--- src/design/ifd_pkg.sv ---
package ifd_pkg;

    localparam int CFG_WIDTH = 16;
    localparam int SEL_WIDTH = 3;
    localparam int IN1_SEL_LSB = 0;
    localparam int IN2_SEL_LSB = 3;
    localparam int RSV_LO_LSB = 6;
    localparam int RSV_LO_MSB = 9;
    localparam int ENC_EN_BIT = 10;
    localparam int PROX_EN_BIT = 11;
    localparam int RSV_HI_BIT = 12;
    localparam logic [15:0] CFG_RESET = 16'h0000;
    localparam int POS_WIDTH = 32;
    localparam int NUM_INPUTS = 2;

    typedef enum logic [2:0] {
        FN_GENERAL,
        FN_CLOCKWISE_END_LIMIT,
        FN_COUNTERCLOCKWISE_END_LIMIT,
        FN_START_INDEX,
        FN_STOP_JOG,
        FN_ESTOP,
        FN_HOME,
        FN_INVALID
    } ifd_func_t;

    typedef struct packed {
        logic cwLimit;
        logic ccwLimit;
        logic startIndexed;
        logic stopJog;
        logic estop;
        logic homeEdge;
        logic homeLevel;
    } ifd_motion_t;

endpackage : ifd_pkg

--- src/design/ifd_input_function_decoder.sv ---
`timescale 1ns/1ps
// How it works
// - Bit 11 enables proximity-qualified homing
// - Home input ignored until proximity flag set
// - Bit 10 enables encoder, else unused
// - Bits 5:3 select input 2 function
// - Bits 2:0 select input 1 function
// - Selector zero is report-only general input
// - Selectors one, two are CW, CCW limits
// - Selector three without encoder starts indexed move
// - Selector three with encoder captures on any edge, rising edge starts only while index pending
// - Selector four stops jog/registration move, decelerated
// - Selector four with encoder captures at stop
// - Selector five rising edge halts all motion immediately
// - Selector six is the home sensor
// - Selector seven flags configuration error
// - Duplicate non-general functions flag configuration error
module ifd_input_function_decoder #(
    parameter int POS_W = ifd_pkg::POS_WIDTH
) (
    // Clock and reset
    input wire logic clk,
    input wire logic rst_b,
    // Configuration word write
    input wire logic cfgWrite,
    input wire logic [15:0] cfgData,
    output logic [15:0] cfgWord,
    output logic cfgError,
    // Polarity from second configuration word, 1 means active high
    input wire logic [1:0] inActiveLevel,
    // Discrete inputs
    input wire logic [1:0] inPin,
    output logic [1:0] inStatus,
    // Homing and motion context
    input wire logic proximityFlag,
    input wire logic homingActive,
    input wire logic jogRegActive,
    input wire logic indexPending,
    // Encoder
    input wire logic [POS_W-1:0] encoderPos,
    output logic encoderEnabled,
    output logic [POS_W-1:0] capturedPos,
    output logic captureValid,
    // Motion requests
    output ifd_pkg::ifd_motion_t motion
);
    import ifd_pkg::*;

    ////////////////////////////////////////////////////////////////////
    logic [1:0] syncA;
    logic [1:0] syncB;
    logic [1:0] activePrev;
    logic [1:0] active;
    logic [1:0] rawActive;
    logic [1:0] warmUp;
    logic [1:0] rise;
    logic [1:0] anyEdge;
    logic [SEL_WIDTH-1:0] sel [NUM_INPUTS];
    logic encEn;
    logic proxEn;
    logic proxSeen;
    logic next_cfgError;
    logic captureHit;
    ifd_motion_t next_motion;

    // Configuration register
    always_ff @(posedge clk or negedge rst_b) begin
        if (!rst_b) begin
            cfgWord <= CFG_RESET;
        end else if (cfgWrite) begin
            cfgWord <= cfgData;
        end
    end

    assign sel[1] = cfgWord[IN2_SEL_LSB +: SEL_WIDTH];
    assign sel[0] = cfgWord[IN1_SEL_LSB +: SEL_WIDTH];
    assign encEn = cfgWord[ENC_EN_BIT];
    assign proxEn = cfgWord[PROX_EN_BIT];
    assign encoderEnabled = encEn;

    // Error checks on selector fields
    always_comb begin
        next_cfgError = 1'b0;
        for (int i = 0; i < NUM_INPUTS; i++) begin
            if (sel[i] == SEL_WIDTH'(FN_INVALID)) begin
                next_cfgError = 1'b1;
            end
        end
        if (sel[0] == sel[1] && sel[0] != SEL_WIDTH'(FN_GENERAL)) begin
            next_cfgError = 1'b1;
        end
    end

    always_ff @(posedge clk or negedge rst_b) begin
        if (!rst_b) begin
            cfgError <= 1'b0;
        end else begin
            cfgError <= next_cfgError;
        end
    end

    ////////////////////////////////////////////////////////////////////
    // Input synchroniser and polarity
    always_ff @(posedge clk or negedge rst_b) begin
        if (!rst_b) begin
            syncA <= 2'h0;
            syncB <= 2'h0;
            activePrev <= 2'h0;
            warmUp <= 2'h0;
        end else begin
            syncA <= inPin;
            syncB <= syncA;
            activePrev <= active;
            warmUp <= {warmUp[0], 1'b1};
        end
    end

    // Inputs read inactive until syncB holds a real pin sample
    assign rawActive = ~(syncB ^ inActiveLevel);
    assign active = rawActive & {2{warmUp[1]}};
    assign rise = active & ~activePrev;
    assign anyEdge = active ^ activePrev;

    // Report-only status for all inputs
    always_ff @(posedge clk or negedge rst_b) begin
        if (!rst_b) begin
            inStatus <= 2'h0;
        end else begin
            inStatus <= active;
        end
    end

    ////////////////////////////////////////////////////////////////////
    // Proximity qualification, rearmed each homing run
    always_ff @(posedge clk or negedge rst_b) begin
        if (!rst_b) begin
            proxSeen <= 1'b0;
        end else if (!homingActive) begin
            proxSeen <= 1'b0;
        end else if (proximityFlag) begin
            proxSeen <= 1'b1;
        end
    end

    ////////////////////////////////////////////////////////////////////
    // Function dispatch
    always_comb begin
        next_motion = '0;
        captureHit = 1'b0;
        for (int i = 0; i < NUM_INPUTS; i++) begin
            case (sel[i])
                SEL_WIDTH'(FN_GENERAL): begin
                end
                SEL_WIDTH'(FN_CLOCKWISE_END_LIMIT): begin
                    next_motion.cwLimit |= active[i];
                end
                SEL_WIDTH'(FN_COUNTERCLOCKWISE_END_LIMIT): begin
                    next_motion.ccwLimit |= active[i];
                end
                SEL_WIDTH'(FN_START_INDEX): begin
                    if (encEn) begin
                        captureHit |= anyEdge[i];
                        next_motion.startIndexed |= rise[i] & indexPending;
                    end else begin
                        next_motion.startIndexed |= rise[i];
                    end
                end
                SEL_WIDTH'(FN_STOP_JOG): begin
                    next_motion.stopJog |= rise[i] & jogRegActive;
                    captureHit |= encEn & rise[i] & jogRegActive;
                end
                SEL_WIDTH'(FN_ESTOP): begin
                    next_motion.estop |= rise[i];
                end
                SEL_WIDTH'(FN_HOME): begin
                    if (!proxEn || proxSeen) begin
                        next_motion.homeEdge |= rise[i];
                        next_motion.homeLevel |= active[i];
                    end
                end
                default: begin
                end
            endcase
        end
    end

    always_ff @(posedge clk or negedge rst_b) begin
        if (!rst_b) begin
            motion <= '0;
        end else begin
            motion <= next_motion;
        end
    end

    // Encoder capture
    always_ff @(posedge clk or negedge rst_b) begin
        if (!rst_b) begin
            capturedPos <= '0;
            captureValid <= 1'b0;
        end else begin
            captureValid <= captureHit;
            if (captureHit) begin
                capturedPos <= encoderPos;
            end
        end
    end

    ////////////////////////////////////////////////////////////////////
    property p_dup_error;
        @(posedge clk) disable iff (!rst_b)
        (cfgWord[2:0] == cfgWord[5:3] && cfgWord[2:0] != 3'h0) |=> cfgError;
    endproperty
    a_dup_error: assert property (p_dup_error) else $error("duplicate selector not flagged");

    property p_inv_error;
        @(posedge clk) disable iff (!rst_b)
        (cfgWord[2:0] == 3'h7 || cfgWord[5:3] == 3'h7) |=> cfgError;
    endproperty
    a_inv_error: assert property (p_inv_error) else $error("invalid selector not flagged");

    property p_prox_block;
        @(posedge clk) disable iff (!rst_b)
        (proxEn && !proxSeen) |=> !motion.homeEdge && !motion.homeLevel;
    endproperty
    a_prox_block: assert property (p_prox_block) else $error("home seen before proximity");

    property p_estop;
        @(posedge clk) disable iff (!rst_b)
        (cfgWord[2:0] == 3'h5 && rise[0]) |=> motion.estop;
    endproperty
    a_estop: assert property (p_estop) else $error("estop not raised");

    property p_start_noenc;
        @(posedge clk) disable iff (!rst_b)
        (!encEn && cfgWord[2:0] == 3'h3 && rise[0]) |=> motion.startIndexed;
    endproperty
    a_start_noenc: assert property (p_start_noenc) else $error("start not raised");

    property p_capture;
        @(posedge clk) disable iff (!rst_b)
        (encEn && cfgWord[2:0] == 3'h3 && anyEdge[0]) |=>
            captureValid && capturedPos == $past(encoderPos);
    endproperty
    a_capture: assert property (p_capture) else $error("encoder not captured");

    property p_general;
        @(posedge clk) disable iff (!rst_b)
        (cfgWord[5:0] == 6'h00) |=> motion == '0;
    endproperty
    a_general: assert property (p_general) else $error("general input moved axis");

    property p_stop_jog;
        @(posedge clk) disable iff (!rst_b)
        (cfgWord[2:0] == 3'h4 && rise[0] && jogRegActive) |=> motion.stopJog;
    endproperty
    a_stop_jog: assert property (p_stop_jog) else $error("jog stop not raised");

    property p_sync_edge;
        @(posedge clk) disable iff (!rst_b)
        rise[0] |-> (syncB[0] == inActiveLevel[0]) && !activePrev[0];
    endproperty
    a_sync_edge: assert property (p_sync_edge) else $error("edge without polarity match");

endmodule : ifd_input_function_decoder

--- config.mk ---
export PLATFORM = sky130hd
export DESIGN_NAME = ifd_input_function_decoder
export DESIGN_NICKNAME = d
export VERILOG_FILES = /design/src/design/ifd_pkg.sv /design/src/design/ifd_input_function_decoder.sv
export SDC_FILE = /design/constraint.sdc
export NUM_CORES = 1
export LEC_CHECK = 0
export BUFFER_PORTS_ARGS = -buffer_cell sky130_fd_sc_hd__buf_2
export CAP_MARGIN = 40
export CELL_PAD_IN_SITES_DETAIL_PLACEMENT = 1
export CELL_PAD_IN_SITES_GLOBAL_PLACEMENT = 2
export CORE_MARGIN = 5
export CORE_UTILIZATION = 25
export CTS_CLUSTER_DIAMETER = 60
export CTS_CLUSTER_SIZE = 10
export DETAILED_ROUTE_END_ITERATION = 8
export HOLD_SLACK_MARGIN = 0.05
export PLACE_DENSITY_LB_ADDON = 0.1
export SETUP_SLACK_MARGIN = 0.1
export SLEW_MARGIN = 40
export SYNTH_ARGS = -nofsm -noshare
export SYNTH_HDL_FRONTEND = slang
export SYNTH_SLANG_ARGS = --single-unit
--- constraint.sdc ---
create_clock -name clk -period 5.57 [get_ports clk]
set_clock_uncertainty 0.05 [all_clocks]
set_input_delay 0.2785 -clock clk [delete_from_list [all_inputs] [get_ports clk]]
set_output_delay 0.2785 -clock clk [all_outputs]
set_load 0.01 [all_outputs]
After elaboration in Yosys (flattened, before gate mapping). Index checks and enable logic that the tools add are counted.

Bits in registers: 66. Input bits: 59. Output and inout bits: 60. Word-level logic and storage cells: 85.

Equality and inequality tests: 16. Mux-type cells: 25. Bitwise logic cells: 24. Reductions and logical operators: 4.

Operators with widths (number): 3-bit == test (second input constant) (8); 1-bit two-way mux (19); 3-bit by 2-bit == test with 1-bit output (second input constant) (4); 1-bit OR (10); 1-bit AND (8); 2-bit two-way mux (4); 3-bit by 1-bit == test with 1-bit output (second input constant) (2); 2-bit AND (2); 2-bit NOT (2); 1-bit one-hot mux with 2 select lines (2); 2-bit XOR (2); 3-bit == test (1); 3-bit nonzero test (1); 2-bit != test (second input constant) (1); 1-bit logical AND (1); 1-bit logical NOT (1); 1-bit logical OR (1).

Longest topological paths before layout. Gate-level depths: netlist (run 1).

Word-level depth: 10. Mapped depth: 10. Mapped depth without buffers: 8.

Least setup slack after synthesis (run 1). No wires, ideal clock.

Kind: reg2reg. From: reg syncB[1]. To: reg capturedPos[10]. Library setup time: 0.125 ns. Data arrival time: 1.914 ns. Data required time: 5.395 ns. Path slack: 3.481 ns. Cell stages (with the launch flop): 9. Path buffers: 2. Period minus slack after synthesis: 2.089 ns. Path through: dfrtp_1 -> xnor2_1 -> and2_1 -> ha_1 -> o32ai_1 -> a22o_1 -> buf_6 -> buf_12 -> mux2_4.

Cells in the longest elaborated chain, start to end: 8. Elaborated cells on any way between the ends: 11.

RTL lines: from (decl) (line ifd_input_function_decoder.sv:51) `logic [1:0] syncB;`; from (signal assigned) (line ifd_input_function_decoder.sv:112) `syncB <= syncA;`; 2-bit XOR (*) (line ifd_input_function_decoder.sv:119) `assign rawActive = ~(syncB ^ inActiveLevel);`; 2-bit NOT (*) (line ifd_input_function_decoder.sv:119); 2-bit AND (*) (line ifd_input_function_decoder.sv:120) `assign active = rawActive & {2{warmUp[1]}};`; via active[1] (line ifd_input_function_decoder.sv:53) `logic [1:0] active;`; 2-bit AND (line ifd_input_function_decoder.sv:121) `assign rise = active & ~activePrev;`; 1-bit AND (2 in series) (line ifd_input_function_decoder.sv:170) `captureHit |= encEn & rise[i] & jogRegActive;`; 1-bit OR (line ifd_input_function_decoder.sv:170); 1-bit one-hot mux with 2 select lines (*) (line ifd_input_function_decoder.sv:151) `case (sel[i])`; to (signal assigned) (line ifd_input_function_decoder.sv:203) `capturedPos <= encoderPos;`; to (decl) (line ifd_input_function_decoder.sv:42) `output logic [POS_W-1:0] capturedPos,`.

Mark *: on every way through the listed nets, which the timed path passes. The rest lies on a longest branch. A chain may end at the register's enable or synchronous reset.

Worst setup path in the final report (run 1).
From: reg syncB[0]. To: reg capturedPos[1].

Cells in the longest elaborated chain, start to end: 10. Elaborated cells on any way between the ends: 13.

RTL lines: 2-bit XOR (*) (line ifd_input_function_decoder.sv:119); 2-bit NOT (*) (line ifd_input_function_decoder.sv:119); 2-bit AND (*) (line ifd_input_function_decoder.sv:120); via active[0] (line ifd_input_function_decoder.sv:53); 2-bit AND (line ifd_input_function_decoder.sv:121); 1-bit AND (2 in series) (line ifd_input_function_decoder.sv:170); 1-bit one-hot mux with 2 select lines (*) (line ifd_input_function_decoder.sv:151); 1-bit OR (line ifd_input_function_decoder.sv:162) `captureHit |= anyEdge[i];`; 1-bit two-way mux (line ifd_input_function_decoder.sv:161) `if (encEn) begin`; 1-bit one-hot mux with 2 select lines (*) (line ifd_input_function_decoder.sv:151).

Marks and branches as above.

==> results of run 1 <==
[synthesized netlist by cell type]
cell / n / area share (%)
o21a_1: 1 / 0.27
buf_2: 2 / 0.37
nand3_1: 5 / 0.92
nand4_1: 1 / 0.23
buf_12: 3 / 2.2
clkbuf_1: 1 / 0.14
nor4_1: 1 / 0.23
mux2_2: 17 / 7.0
nand4b_1: 1 / 0.32
nand2_1: 9 / 1.2
buf_4: 1 / 0.27
a22o_1: 1 / 0.32
dfrtp_1: 66 / 60
xnor2_1: 2 / 0.64
inv_1: 5 / 0.69
ha_1: 2 / 0.92
o22ai_1: 2 / 0.46
a21oi_1: 6 / 1.1
o32ai_1: 3 / 0.96
or2b_1: 1 / 0.27
or2_1: 1 / 0.23
mux2_4: 29 / 16
and2b_1: 1 / 0.27
o21ai_0: 3 / 0.55
and2_1: 3 / 0.69
nor2_1: 2 / 0.27
o41ai_1: 1 / 0.32
nand3b_1: 1 / 0.27
conb_1: 1 / 0.14
nor2b_1: 3 / 0.69
a221o_2: 1 / 0.41
buf_6: 3 / 1.2
[kinds of logic after synthesis]
family | count (synthesis) | share of synthesized area [%]
adders and majority gates | 2 | 0.916
and+or+nand+nor | 29 | 5.63
AOI/OAI and AO/OA | 18 | 4.40
buffers and inverters | 15 | 4.90
muxes | 46 | 22.9
xor gates and xnor gates | 2 | 0.641
other | 1 | 0.137
DFF | 66 | 60.4
[final timing paths]
| kind | end | depth (start not counted) | from | slack [ns] |
|---|---|---|---|---|
| max in group asynchronous | cfgWord[3] | 3 | rst_b | 4.50 |
| setup reg to reg | capturedPos[1] | 8 | syncB[0] | 2.98 |
| min in group asynchronous | motion[5] | 3 | rst_b | 0.50 |
| hold reg to reg | warmUp[1] | 0 | warmUp[0] | 0.30 |
| setup / recovery | capturedPos[1] | 8 | syncB[0] | 2.98 |
| hold / removal | proxSeen | 2 | proximityFlag | 0.1 |
[sequential cells by signal, indices dropped and copies added (netlist names)]
name	cells
motion	7
cfgWord	16
warmUp	2
inStatus	2
syncA	2
proxSeen	1
captureValid	1
syncB	2
cfgError	1
capturedPos	32
[power by group]
part	switching, mW	total (mW)	internal, mW	leakage, nW
combinational	0.197	0.469	0.273	0.901
clock	0.191	0.411	0.220	0.103
sequential	0.0768	0.691	0.614	0.804
total	0.465	1.57	1.11	1.81
[routing by layer]
metal  up-vias  part of all wire, %  wire length [um]  global-route usage (%)
met2        76                   44              3050                    15.8
met4         0                  1.5               102                    4.51
met3        11                  7.6               526                    3.22
met5         -                    0                 0                       0
met1       917                   47              3230                    14.5
li1        869                    -                 -                       -
[area by class of cell]
type	instances	area share, %
clock buffers	10	3.79
clock inverters	6	1.79
inverters	5	0.516
multi-input cells	98	26.3
flip-flops and latches	66	45.4
well taps	140	4.82
repair buffers	122	17.4
[through the flow]
stage / power [mW] / hold WS, ns
after global placement: 1.18 / 0.282
after floorplan: 0.977 / -0.0671
after CTS: 1.61 / 0.0796
final: 1.57 / 0.0993
after detailed placement: 1.18 / 0.286
after global routing: 1.67 / 0.0874
[timing repair]
| item | CTS | global route |
|---|---|---|
| hold endpoints to repair | 68 | 0 |
| hold buffers | 3 | 0 |
| setup buffers | 0 | 0 |
[worst max-delay path: cells and delay by family, from the launching register on]
family | cells | cell delay, ns
AOI/OAI and AO/OA | 2 | 0.94
muxes | 1 | 0.40
DFF | 1 | 0.38
and+or+nand+nor | 2 | 0.21
adders and majority gates | 1 | 0.21
xor gates and xnor gates | 1 | 0.14
buffers and inverters | 1 | 0.12
[cell usage in the layout, fill, tap and decap left out, types with 5 or more instances in the layout]
cell / instances
nand3_1: 5
clkbuf_8: 10
inv_1: 5
nand2_1: 9
a21oi_1: 6
mux2_4: 29
mux2_2: 17
dfrtp_1: 66
buf_2: 118
==> impl_metrics.toml, run 1 <==
[global_routing]
grt_antenna_before_repair = 0
grt_pass1_wl_um = 10800
grt_pass1_vias = 2076
grt.total_usage_pct = 10.7
grt_max_degree = 67
grt.overflow.total = 0

[detailed_routing]
first_pass_iters = 4
viasPerCell = 4.19
drc = 0
drt_iter0_drc = 53
dr_total_vias = 1873
detail_route.wirelength_um = 6910
routedWlPerCell_um = 15.5
antenna_left = 0

[cells_and_area]
antenna_cells = 0
final_cells = 447
nFillCells = 1187
multi_input_area_um2 = 956
nets = 363
area_growth_pct = 33.1
seq_area_mm2 = 0.00165
design_area_mm2 = 0.00364
fin_util_pct = 33.7
drive_gt1_share_pct = 59.6

[clock_tree]
clock_latency_ns = 0.33
cts_root_buf = "clkbuf_8"
cts_tree = "done"
numCtsBuffers = 9
clock_path_buffers = 2
cts_sinks = 66
htree_levels = 3
cts.repair.resized = 0
clk_pin_slew_ns = 0.08

[sta]
fin_setup_tns_ns = 0
rsz0062_at_grt = "false"
finalCriticalPeriod_ns = 2.59
max_freq_mhz = 386
setup_viol = 0
maxSlewViolCount = 0
setup_ws_ns = 2.98
hold_viol = 0
maxSlewHeadroom_pct = 58.3
min_period_over_period_pct = 46.5
worstMarginPinSlew_ns = 0.626

[placement]
dp_hpwl_um = 5090
dp_cells = 428
postPlaceCellArea_mm2 = 0.00340
gp_congestion = 0.755
pre_cts_ws_ns = 2.86
port_buffers = 118

[logic_synthesis]
avgSynthCellArea_um2 = 15.3
synthCells = 179
yosysSeqAreaShare_pct = 60.4
synth_area_mm2 = 0.00273
yosys_register_bits = 66
synth_cell_type_count = 32
synth_nets = 240
yosys_warnings = 0

[setup_path]
path_max_fanout = 33
crit_top_cell = "nand2_1"
critical_path_class = "reg2reg"
slowest_delay_ns = 0.56
critPathCaptureType = "flip-flop"
critPathLaunchType = "flip-flop"
crit_chain = "xnor2_1 -> nand2_1 -> inv_1 -> ha_1 -> nand2_1 -> o32ai_1 -> a22o_4 -> mux2_2"
crit_path_top_delay_cell = "a22o_4"
cp.required_ns = 5.74
crit_arrival_ns = 2.76

[run_status]
status = "complete, no violations"

[floorplan]
rows = 38
dieArea_mm2 = 0.0131
ioPinCount = 119
die_y_um = 115
die_x_um = 115
start_util_pct = 25.3
core_mm2 = 0.0108

[pwr]
ir_drop_v = 0.000133
p_leak_nw = 1.81
powerDensity_mw_per_mm2 = 432

[job]
maxCapViolations = 0

[min_path]
hold_path.class = "in2reg"
No activity file was read; power rests on OpenSTA's default activity.
==> run 2: changes to the inputs <==
==> constraint.sdc (replaced) <==
create_clock -name clk -period 2.5 [get_ports clk]
set_clock_uncertainty 0.05 [all_clocks]
set_input_delay 0.125 -clock clk [delete_from_list [all_inputs] [get_ports clk]]
set_output_delay 0.125 -clock clk [all_outputs]
set_load 0.01 [all_outputs]
==> run 2 against run 1 <==
Effect of this change: die area is the same; non-clock buffer count grew 60; flip-flop and latch count is the same; cell count grew 13%; sequential share of layout area shrank 7.5 points; fmax grew 15%.
==> impl_metrics.toml, run 2 (synthesized netlist as in run 1, its figures left out) <==
[setup_path]
path_max_fanout = 6
cp.required_ns = 2.67
critPathCaptureType = "flip-flop"
r2r_cells = 7
critPathLaunchType = "flip-flop"
crit_arrival_ns = 2.43
critical_path_class = "reg2reg"

[pwr]
p_int_mw = 2.70
powerDensity_mw_per_mm2 = 864
comb_power_share_pct = 30.6
p_sw_share_pct = 28.2
p_leak_nw = 2.11
clockPowerShare_pct = 28.0
pwr-share-seq_pct = 41.5
p_sw_mw = 1.06
ir_drop_v = 0.000367

[sta]
fin_setup_tns_ns = 0
rsz0062_at_grt = "false"
min_period_over_period_pct = 90.3
max_freq_mhz = 443
finalCriticalPeriod_ns = 2.26
setup_viol = 0
whs_ns = 0.142
maxSlewViolCount = 0
hold_viol = 0

[cells_and_area]
final_cells = 507
antenna_cells = 0
final_common_cell = "buf_2"
largest_reg_flops = 32
area_growth_pct = 59.4
drive_gt1_share_pct = 53.1
top_regs = "capturedPos: 32 flops, cfgWord: 16 flops, motion: 7 flops"
nets = 423
largest-register = "capturedPos"
fin_util_pct = 40.4
final_cell_mix = "buf_2, dfrtp_1, dlygate4sd3_1"

[global_routing]
grt_antenna_before_repair = 0
grt.overflow.total = 0
grt_pass1_vias = 2437
grt_max_degree = 33
grt_pass1_wl_um = 12500
grt.total_usage_pct = 12.5

[detailed_routing]
dr_total_vias = 2104
drt_iter0_drc = 65
first_pass_iters = 4
drc = 0
routedWlPerCell_um = 16.4
viasPerCell = 4.15
detail_route.wirelength_um = 8310
antenna_left = 0

[clock_tree]
htree_levels = 3
clock_path_buffers = 2
clk_pin_slew_ns = 0.07
clock_latency_ns = 0.34
cts_tree = "done"
cts_sinks = 66
cts_root_buf = "clkbuf_8"
numCtsBuffers = 9

[placement]
dp_hpwl_um = 5510
dp_cells = 432
gp_congestion = 0.721
port_buffers = 118

[floorplan]
die_x_um = 115
rows = 38
die_y_um = 115
ioPinCount = 119
dieArea_mm2 = 0.0131
start_util_pct = 25.3
core_mm2 = 0.0108

[run_status]
status = "complete, no violations"

[min_path]
hold_path.class = "in2reg"
holdPathStages = 4

[job]
maxCapViolations = 0
==> run 2: changes by cell type in the layout (fill, tap and decap cells not counted), moves of 2 or more <==
cell / previous run / this run
dlygate4sd3_1: 3 / 55
buf_4: 0 / 4
clkbuf_16: 0 / 3
buf_12: 0 / 2
clkbuf_8: 10 / 12
==> run 2: power by group through the flow <==
stage / logic (mW) / clock network, mW / registers, mW
CTS: 1.15 / 1.10 / 1.56
finish: 1.15 / 1.05 / 1.56
floorplan: 0.489 / 0 / 1.69
global route: 1.24 / 1.15 / 1.60
detailed placement: 1.08 / 0 / 1.57
global placement: 1.06 / 0 / 1.57
==> run 2: final cells by class <==
cell class / count / area, um2
tap: 140 / 175
clock inverter: 4 / 72.6
fill: 1144 / 6440
timing repair buffer: 182 / 1290
sequential: 66 / 1650
inverter: 5 / 18.8
multi-input combinational: 98 / 980
clock buffer: 12 / 165
==> run 2: layer usage <==
layer  part of all wire (%)  GRT usage, %
met4                   0.71          3.56
met3                    6.4          4.33
met2                     50          21.0
met1                     43          15.1
met5                      0             0
==> run 2: worst max-delay path, cell delays in order (launching register included) <==
cell and delay, ns:
dfrtp_1 0.38, xnor2_1 0.12, and2_1 0.17, ha_1 0.28
o32ai_1 0.36, a22o_4 0.31, clkbuf_16 0.19, mux2_4 0.30
==> run 2: path summary, 6_finish.rpt <==
check | startpoint | to | slack [ns]
max | syncB[1] | capturedPos[17] | 0.24
min | inActiveLevel[0] | inStatus[0] | 0.14
max reg2reg | syncB[1] | capturedPos[17] | 0.24
min reg2reg | syncA[0] | syncB[0] | 0.30
max in group asynchronous | rst_b | syncB[0] | 1.54
min in group asynchronous | rst_b | capturedPos[7] | 0.22
==> run 2: stage by stage <==
stage,instance area (um2),power [mW],setup slack (ns)
after floorplan,2730,2.18,0.411
after global placement,3450,2.63,0.157
after detailed placement,3450,2.65,0.102
after CTS,4240,3.81,0.191
after global routing,4360,3.99,0.114
final,4360,3.76,0.242
==> run 2: repair_timing <==
action	CTS	global route
hold endpoints to repair	83	0
setup buffers	0	0
setup endpoints to repair	1	1
hold buffers	55	0
cloned	0	4
gates resized for setup	1	5
pin swaps	0	3
